`src/common/pol_fault_defs.vh`:
```
// Purpose: constants for the point-of-load fault supervisor
// Assumes: voltages in millivolts (16 bit), temperature in whole degrees C (8 bit signed-free)
// Notes: register offsets are byte addresses on a 32-bit classic Wishbone slave
`ifndef POL_FAULT_DEFS_VH
`define POL_FAULT_DEFS_VH
`define CLK_MHZ 250
`define QUAL_DELAY_NS 6000
`define QUAL_DELAY_CYC ((`QUAL_DELAY_NS * `CLK_MHZ) / 1000)
`define OTP_DELAY_US 2000
`define OTP_DELAY_CYC (`OTP_DELAY_US * `CLK_MHZ)
`define RETRY_PERIOD_MS 130
`define RETRY_PERIOD_CYC (`RETRY_PERIOD_MS * 1000 * `CLK_MHZ)
`define OTP_TRIP_C 8'h78
`define OTP_RESTART_C 8'h6E
`define OTW_LEVEL_C 8'h78
`define OTW_HYST_C 8'h03
`define TRACK_LIMIT_MV 16'h00FA
`define OVP_FLOOR_MV 16'h03E8
`define PG_UPPER_PCT 8'h6E
`define UV_BASE_PCT 8'h4B
`define PG_BASE_PCT 8'h5A
`define STEP_PCT 8'h05
`define UV_SEL_MAX 3'h3
`define PG_SEL_MAX 3'h1
`define ADR_CTRL 8'h00
`define ADR_SETPT 8'h04
`define ADR_STATUS 8'h08
`define ADR_MASK 8'h0C
`define ADR_STATE 8'h10
`define CTRL_RESET 32'h0000_0000
`define OV_PCT_RESET 8'h82
`define EV_OV 0
`define EV_UV 1
`define EV_TRK 2
`define EV_OT 3
`define EV_OTW 4
`define EV_PG 5
`endif

```
`src/pol_fault_protection_monitor.v`:
```
// Purpose: fault supervisor of a digital point-of-load converter
// Assumes: measurements are synchronous words from the converter ADC path on clk
// Notes: registers over classic Wishbone, one-cycle ack; outputs from flip-flops
// Contract
// - OV, UV, tracking trip after 6 us
// - UV level 75..90 percent, 5 steps; the code clamps uv select to 3, giving 4 levels (75, 80, 85, 90)
// - OT shutdown 120 C, restart at 110 C
// - OT shutdown request after 2 ms
// - tracking only during ramp, 250 mV band
// - tracking off at reset, latch or retry
// - warning flag above 120 C, 3 C hysteresis
// - warning flag asserts after 6 us
// - power good high inside window only
// - window 90..95 percent to 110, 6 us
// - overvoltage level never below 1.0 V
//
// Implementation choices: the Wishbone interface to the registers and the address map.
`timescale 1ns/1ps
`include "pol_fault_defs.vh"
module pol_fault_protection_monitor #(
    parameter [31:0] OTP_CYC = `OTP_DELAY_CYC,
    parameter [31:0] RETRY_CYC = `RETRY_PERIOD_CYC
) (
    input wire clk,
    input wire sys_rst,
    input wire [15:0] voutMv,
    input wire [15:0] rampTargetMv,
    input wire ramping,
    input wire [7:0] tempC,
    input wire [31:0] wb_adr_i,
    input wire [31:0] wb_dat_i,
    input wire [3:0] wb_sel_i,
    input wire wb_we_i,
    input wire wb_cyc_i,
    input wire wb_stb_i,
    output reg [31:0] wb_dat_o,
    output reg wb_ack_o,
    output reg wb_err_o,
    output reg turnOffReq,
    output reg otWarning,
    output reg power_good_out,
    output reg irq
);
    localparam ST_RUN = 2'b00;
    localparam ST_LATCH = 2'b01;
    localparam ST_RETRY = 2'b10;
    // ctrl: [0] enable, [1] track enable, [2] track retry, [3] ov retry, [4] uv retry,
    // [5] ot retry, [8:6] uv select, [11:9] pg select, [23:16] ov percent
    reg [31:0] ctrlQ;
    reg [15:0] setptQ;
    reg [5:0] statusQ;
    reg [5:0] maskQ;
    reg [1:0] stateQ;
    reg [31:0] retryQ;
    reg [3:0] causeQ;
    reg otShutQ;
    reg otwRawQ;
    reg pgPrevQ;
    reg enPrevQ;
    wire [3:0] faultQual;
    wire otwQual;
    wire pgQual;
    wire pgLowQual;
    wire [3:0] faultRaw;
    wire [31:0] sp32;
    wire [31:0] v100;
    wire [31:0] ovLevel;
    wire [31:0] ovFloor;
    wire [31:0] trackErr;
    wire [3:0] retryMode;
    wire otwSet;
    wire otwClr;
    wire busReq;
    wire [7:0] adr;

    // percentage of setpoint from a base and 5 percent steps, clamped to the max step
    function [7:0] pctOf;
        input [7:0] base;
        input [2:0] sel;
        input [2:0] selMax;
        reg [2:0] s;
        begin
            s = (sel > selMax) ? selMax : sel;
            pctOf = base + (`STEP_PCT * {5'h00, s});
        end
    endfunction

    // compare vout*100 against setpoint*pct, avoiding any division
    function [31:0] spTimes;
        input [15:0] sp;
        input [7:0] pct;
        begin
            spTimes = {16'h0000, sp} * {24'h00_0000, pct};
        end
    endfunction

    assign sp32 = {16'h0000, setptQ};
    assign v100 = {16'h0000, voutMv} * 32'h0000_0064;
    assign ovLevel = spTimes(setptQ, ctrlQ[23:16]);
    assign ovFloor = {16'h0000, `OVP_FLOOR_MV} * 32'h0000_0064;
    assign trackErr = (voutMv > rampTargetMv) ? {16'h0000, voutMv - rampTargetMv}
                                              : {16'h0000, rampTargetMv - voutMv};
    // level compares; floor applies to the ov level only
    assign faultRaw[`EV_OV] = v100 > ((ovLevel < ovFloor) ? ovFloor : ovLevel);
    assign faultRaw[`EV_UV] = ctrlQ[0] && !ramping &&
        (v100 < spTimes(setptQ, pctOf(`UV_BASE_PCT, ctrlQ[8:6], `UV_SEL_MAX)));
    assign faultRaw[`EV_TRK] = ctrlQ[1] && ramping && (trackErr > {16'h0000, `TRACK_LIMIT_MV});
    assign faultRaw[`EV_OT] = tempC >= `OTP_TRIP_C;
    // retry bits reordered to the event order ov, uv, trk, ot
    assign retryMode = {ctrlQ[5], ctrlQ[2], ctrlQ[4], ctrlQ[3]};

    // 6 us qualification for the fast faults, 2 ms for temperature
    genvar gi;
    generate
        for (gi = 0; gi < 3; gi = gi + 1) begin : fastQual
            qual_timer #(.COUNT(`QUAL_DELAY_CYC)) uQual (
                .clk(clk),
                .sys_rst(sys_rst),
                .raw(faultRaw[gi] && !turnOffReq), // collapse while off must not pre-qualify a retrip
                .qualified(faultQual[gi])
            );
        end
    endgenerate
    qual_timer #(.COUNT(OTP_CYC)) uOtQual (
        .clk(clk),
        .sys_rst(sys_rst),
        .raw(faultRaw[`EV_OT]),
        .qualified(faultQual[`EV_OT])
    );

    // warning raw level with 3 C hysteresis: set above 120, clear at or below 117
    assign otwSet = tempC > `OTW_LEVEL_C;
    assign otwClr = tempC <= (`OTW_LEVEL_C - `OTW_HYST_C);
    always @(posedge clk) begin
        if (sys_rst) begin
            otwRawQ <= 1'b0;
        end else if (otwSet) begin
            otwRawQ <= 1'b1;
        end else if (otwClr) begin
            otwRawQ <= 1'b0;
        end
    end
    qual_timer #(.COUNT(`QUAL_DELAY_CYC)) uOtwQual (
        .clk(clk),
        .sys_rst(sys_rst),
        .raw(otwRawQ),
        .qualified(otwQual)
    );

    // power good window, each direction qualified by 6 us before the pin moves
    wire pgInside;
    assign pgInside = (v100 >= spTimes(setptQ, pctOf(`PG_BASE_PCT, ctrlQ[11:9], `PG_SEL_MAX))) &&
                      (v100 <= spTimes(setptQ, `PG_UPPER_PCT));
    qual_timer #(.COUNT(`QUAL_DELAY_CYC)) uPgIn (
        .clk(clk),
        .sys_rst(sys_rst),
        .raw(pgInside),
        .qualified(pgQual)
    );
    qual_timer #(.COUNT(`QUAL_DELAY_CYC)) uPgOut (
        .clk(clk),
        .sys_rst(sys_rst),
        .raw(!pgInside),
        .qualified(pgLowQual)
    );
    always @(posedge clk) begin
        if (sys_rst) begin
            power_good_out <= 1'b0;
        end else if (pgQual) begin
            power_good_out <= 1'b1;
        end else if (pgLowQual) begin
            power_good_out <= 1'b0;
        end
    end

    // over-temperature shutdown holds until the junction cools to 110 C
    always @(posedge clk) begin
        if (sys_rst) begin
            otShutQ <= 1'b0;
        end else if (faultQual[`EV_OT]) begin
            otShutQ <= 1'b1;
        end else if (tempC <= `OTP_RESTART_C) begin
            otShutQ <= 1'b0;
        end
    end

    // fault response: latch waits for software to clear enable, retry restarts each period
    always @(posedge clk) begin
        if (sys_rst) begin
            stateQ <= ST_RUN;
            retryQ <= 32'h0000_0000;
            causeQ <= 4'h0;
            turnOffReq <= 1'b0;
            enPrevQ <= 1'b0;
        end else begin
            enPrevQ <= ctrlQ[0];
            case (stateQ)
                ST_RUN: begin
                    turnOffReq <= 1'b0;
                    if (|faultQual[2:0] || faultQual[`EV_OT]) begin
                        turnOffReq <= 1'b1;
                        causeQ <= faultQual;
                        retryQ <= 32'h0000_0000;
                        if ((faultQual & ~retryMode) != 4'h0) begin
                            stateQ <= ST_LATCH;
                        end else begin
                            stateQ <= ST_RETRY;
                        end
                    end
                end
                ST_LATCH: begin
                    turnOffReq <= 1'b1;
                    // only an explicit clear of enable re-arms, never a hot junction
                    if (enPrevQ && !ctrlQ[0] && !otShutQ) begin
                        stateQ <= ST_RUN; // software clears enable to re-arm
                        turnOffReq <= 1'b0;
                    end
                end
                ST_RETRY: begin
                    turnOffReq <= 1'b1;
                    if (retryQ >= RETRY_CYC - 32'h0000_0001) begin
                        retryQ <= 32'h0000_0000;
                        if (!otShutQ) begin
                            stateQ <= ST_RUN;
                            turnOffReq <= 1'b0;
                        end
                    end else begin
                        retryQ <= retryQ + 32'h0000_0001;
                    end
                end
                default: begin
                    stateQ <= ST_RUN;
                end
            endcase
        end
    end

    // warning output follows the qualified level
    always @(posedge clk) begin
        if (sys_rst) begin
            otWarning <= 1'b0;
        end else begin
            otWarning <= otwQual;
        end
    end

    // register slave: single-cycle ack, err on unmapped word
    assign busReq = wb_cyc_i && wb_stb_i && !wb_ack_o && !wb_err_o;
    assign adr = wb_adr_i[7:0];
    wire mapped;
    assign mapped = (wb_adr_i[31:8] == 24'h00_0000) &&
        ((adr == `ADR_CTRL) || (adr == `ADR_SETPT) || (adr == `ADR_STATUS) ||
         (adr == `ADR_MASK) || (adr == `ADR_STATE));
    wire statusRd;
    assign statusRd = busReq && mapped && !wb_we_i && (adr == `ADR_STATUS);
    wire [5:0] events;
    assign events = {pgQual & !pgPrevQ, otwQual & !otWarning, faultQual & ~causeQ & {4{stateQ == ST_RUN}}};

    integer b;
    always @(posedge clk) begin
        if (sys_rst) begin
            ctrlQ <= `CTRL_RESET | {8'h00, `OV_PCT_RESET, 16'h0000}; // tracking off
            setptQ <= 16'h0000;
            maskQ <= 6'h00;
            wb_ack_o <= 1'b0;
            wb_err_o <= 1'b0;
            wb_dat_o <= 32'h0000_0000;
        end else begin
            wb_ack_o <= busReq && mapped;
            wb_err_o <= busReq && !mapped;
            if (busReq && mapped && wb_we_i) begin
                for (b = 0; b < 4; b = b + 1) begin
                    if (wb_sel_i[b] && adr == `ADR_CTRL) begin
                        ctrlQ[b*8 +: 8] <= wb_dat_i[b*8 +: 8];
                    end
                end
                if (adr == `ADR_SETPT) begin
                    if (wb_sel_i[0]) setptQ[7:0] <= wb_dat_i[7:0];
                    if (wb_sel_i[1]) setptQ[15:8] <= wb_dat_i[15:8];
                end else if (adr == `ADR_MASK && wb_sel_i[0]) begin
                    maskQ <= wb_dat_i[5:0];
                end
            end
            if (busReq && mapped && !wb_we_i) begin
                if (adr == `ADR_CTRL) begin
                    wb_dat_o <= ctrlQ;
                end else if (adr == `ADR_SETPT) begin
                    wb_dat_o <= {16'h0000, setptQ};
                end else if (adr == `ADR_STATUS) begin
                    wb_dat_o <= {26'h000_0000, statusQ};
                end else if (adr == `ADR_MASK) begin
                    wb_dat_o <= {26'h000_0000, maskQ};
                end else begin
                    wb_dat_o <= {20'h0_0000, causeQ, 1'b0, otShutQ, stateQ, 1'b0, power_good_out,
                                 otWarning, turnOffReq};
                end
            end else begin
                wb_dat_o <= 32'h0000_0000;
            end
        end
    end

    // sticky status, read clears; a new event in the read cycle survives
    always @(posedge clk) begin
        if (sys_rst) begin
            statusQ <= 6'h00;
            pgPrevQ <= 1'b0;
            irq <= 1'b0;
        end else begin
            pgPrevQ <= pgQual;
            statusQ <= (statusRd ? 6'h00 : statusQ) | events;
            irq <= |(((statusRd ? 6'h00 : statusQ) | events) & maskQ);
        end
    end
endmodule

```
`src/qual_timer.v`:
```
// Purpose: qualifies a raw fault level by a fixed delay
// Assumes: raw input is synchronous to clk
// Notes: output rises only after raw stays high for the full count, falls at once
`timescale 1ns/1ps
`include "pol_fault_defs.vh"
module qual_timer #(
    parameter [31:0] COUNT = 32'h0000_05DC
) (
    input wire clk,
    input wire sys_rst,
    input wire raw,
    output reg qualified
);
    reg [31:0] cnt_q;
    // a short glitch restarts the count so it never trips
    always @(posedge clk) begin
        if (sys_rst) begin
            cnt_q <= 32'h0000_0000;
            qualified <= 1'b0;
        end else if (!raw) begin
            cnt_q <= 32'h0000_0000;
            qualified <= 1'b0;
        end else if (cnt_q >= COUNT - 32'h0000_0001) begin
            qualified <= 1'b1;
        end else begin
            cnt_q <= cnt_q + 32'h0000_0001;
        end
    end
endmodule
```
`config.mk`:
```
export PLATFORM = sky130hd
export DESIGN_NAME = pol_fault_protection_monitor
export DESIGN_NICKNAME = d
export VERILOG_FILES = /design/src/pol_fault_protection_monitor.v /design/src/qual_timer.v
export VERILOG_INCLUDE_DIRS = /design/src /design/src/common
export SDC_FILE = /design/constraint.sdc
export NUM_CORES = 2
export LEC_CHECK = 0
export BUFFER_PORTS_ARGS = -buffer_cell sky130_fd_sc_hd__buf_2
export CORE_UTILIZATION = 60
export CTS_CLUSTER_DIAMETER = 200
export DETAILED_ROUTE_END_ITERATION = 10
export PLACE_DENSITY = 0.78
export SYNTH_ARGS = -nofsm -noshare
export SYNTH_HDL_FRONTEND = slang
export SYNTH_SLANG_ARGS = --single-unit
```
`constraint.sdc`:
```
create_clock -name clk -period 10.2 [get_ports clk]
set_input_delay 0.51 -clock clk [delete_from_list [all_inputs] [get_ports clk]]
set_output_delay 0.51 -clock clk [all_outputs]
set_load 0.1 [all_outputs]
```
==> metrics.txt <==
via count 26820; # hold bufs at CTS 0; H-tree Lvls 2; Rel. slew slack -0.1789; WP data arrival between 9 and 10 ns; nets@finish about 4700; Inst Count DP between 4000 and 5000; crit path kind flip-flop to flip-flop; failing checks max-slew violations; status finished with violations; Slew Limit Fails 28; Detailed Place HPWL around 62 mm; Top FF cell, synth dfxtp_1; CTS buffer count 40; Post-Synth Simple-Gate Area 0.1809; synth cell count leaders 569 x inv_1, 371 x dfxtp_1, 367 x ha_1; main combinational cell family by area after synthesis adder cells; Post-Route WL between 80 and 90 mm; GP Congestion roughly 0.9; Mapped Area about 0.034 sq mm; Initial Util 0.6103; Tmin final roughly 9.4 ns; gr usage total 0.2867; total power between 3 and 4 mW; clock sinks about 370; DRC 0; Yosys warning count 0; Die Width between 200 and 250 um; # IOs 152; Layout Cells excl Fill around 4700; Cells after Synth 3845; top cells by area, synth dfxtp_1 22%, fa_1 18%, ha_1 14%; cell with the most instances after synthesis inv_1; Resized Gates After CTS 0; Hold WC Path Type input pin to flip-flop; post-synthesis compound-gate area fraction 0.1300; adder-cell share of the synthesized area 0.3169; Clock Tree Buf Depth 3; Cell Pwr Density approximately 110 mW/mm^2; slowest cell delay on critical path 0.92 ns; Final Hold Vio Count 0; share of cells above drive strength 1 0.08314; period utilization 0.9207; mux cell area share after synthesis 0.02571; Fin Setup TNS 0 ns; Worst-path clk slew approximately 0.06 ns; number of synthesized flops with an enable pin 0; P&R area growth vs syn 8.154%; die area 0.05732 sq mm; Fmax achieved between 100 and 150 MHz; endpoint required time on the critical path between 10 and 15 ns; final setup fails 0; # rows 86; vias per inst between 5 and 6; LEAKAGE around 17 nW; xor/xnor share of the synthesized area 0.04402; IO buf count about 150; DRT iter0 DRCs approximately 1800; largest net degree at the start of global routing 94; RSZ-0062 raised after global routing false; post-synthesis sequential area ratio 0.2196; Avg WL per Cell 17.36 um; Crit Path Max Fanout 33; Max VDD drop around 150 uV; vias in the first global route approximately 26000; Root Driver clkbuf_16; Setup crit end kind flip-flop; Post-Syn Area per Cell between 8 and 9 sq um; iteration count of the initial detailed-routing pass 5; Tightest Pin Transition about 1.8 ns; Cell variety after synth 91; Crit-path slowest cell xor2_1; ys async rst share 0; initial antenna violation count 2; #FFs+latches synth roughly 370; Chip Height between 200 and 250 um; setup bufs post-CTS 0; Remaining Overflow, GRT 0; Critical Path Source Type flip-flop; first-pass GRT wire length approximately 130 mm; worst-skew pair later-pin latency 0.59 ns; Routed Antenna Nets 0; number of max-cap violations 0; fin util 0.6601; area leader, netlist dfxtp_1; Worst Clk Skew between 0.03 and 0.04 ns; CTS tree done; Synth top area share 0.2196; hold_ws 0.1679 ns; core area roughly 0.055 sq mm
-- metal layers --
metal	up-vias	wire length, um	track usage
li1	12930	-	-
met1	12890	34070	0.3642
met2	793	37640	0.4700
met3	209	5780	0.05451
met4	2	4177	0.1354
met5	-	11	0
-- sequential cells by signal, indices dropped and copies added (netlist names), 16 cells and up --
signal and flops:
fastQual.uQual.cnt_q 96, setptQ 16, retryQ 32, uOtQual.cnt_q 32, wb_dat_o 32, uOtwQual.cnt_q 32
uPgIn.cnt_q 32, ctrlQ 32, uPgOut.cnt_q 32
-- cells by family after synthesis --
logic type                 after synthesis
DFF                                    371
xor gates and xnor gates               170
buffers and inverters                  725
and+or+nand+nor                       1190
adders and majority gates              673
AOI/OAI and AO/OA                      630
muxes                                   84
other                                    2
-- report_power, final --
group	internal [mW]	switching [mW]	total [mW]	leakage, nW
clock network	0.860	0.617	1.48	0.659
logic	0.395	0.641	1.04	13.2
registers	1.46	0.00915	1.47	2.99
-- placed cells by master (no fill, tap or decap), drive strengths merged, types with 8 or more instances in the layout --
cell type / netlist / layout
inv: 569 / 570
dfxtp: 371 / 371
ha: 367 / 367
fa: 306 / 306
nor2: 280 / 280
and2: 261 / 261
nand2: 244 / 244
buf: 30 / 191
a21oi: 165 / 165
a211oi: 98 / 98
o21ai: 96 / 96
xor2: 91 / 91
mux2i: 80 / 80
xnor2: 79 / 79
nor3: 76 / 76
a21o: 61 / 61
clkbuf: 126 / 61
nand4: 48 / 48
nand3: 44 / 44
and3: 43 / 43
nor4: 43 / 43
nor2b: 32 / 32
nor3b: 32 / 32
nand2b: 28 / 28
a21boi: 26 / 26
a31oi: 25 / 25
o21a: 18 / 18
o21bai: 17 / 17
or2: 16 / 16
or3: 14 / 14
o211ai: 12 / 12
or4: 11 / 11
a41oi: 10 / 10
a221oi: 10 / 10
a31o: 9 / 9
a2111oi: 8 / 8
-- worst max-delay path: cells and delay by family, from the launching register on --
family	cells	cell delay, ns
compound gates	13	3.04
xor+xnor	2	1.09
fa+ha+maj	8	3.66
buf+inv	4	0.47
flops	1	0.33
simple gates	3	0.71
-- stage by stage --
step                instance area, sq um  setup slack (ns)
floorplan                          33840             2.399
global placement                   35220             1.462
detailed placement                 35220             1.060
CTS                                36580            0.9959
global route                       36580            0.2760
finish                             36580            0.8092
-- layout make-up --
cell class	count	area, sq um
clock inverter	11	176.4
antenna	1	2.502
tap	748	935.9
multi-input combinational	2754	23660
sequential	371	7427
clock buffer	61	1180
timing repair buffer	191	1059
fill	4487	18840
inverter	569	2136
-- path summary, 6_finish.rpt --
| path | start | end | slack [ns] | cells past startpoint |
|---|---|---|---|---|
| hold / removal | wb_dat_i[26] | ctrlQ[26] | 0.17 | 3 |
| setup / recovery | ctrlQ[8] | fastQual[1].uQual.cnt_q[16] | 0.81 | 30 |
| hold reg to reg | fastQual[0].uQual.cnt_q[30] | fastQual[0].uQual.cnt_q[30] | 0.43 | 2 |
| setup reg to reg | ctrlQ[8] | fastQual[1].uQual.cnt_q[16] | 0.81 | 30 |
Power figures use the tool's default switching activity.
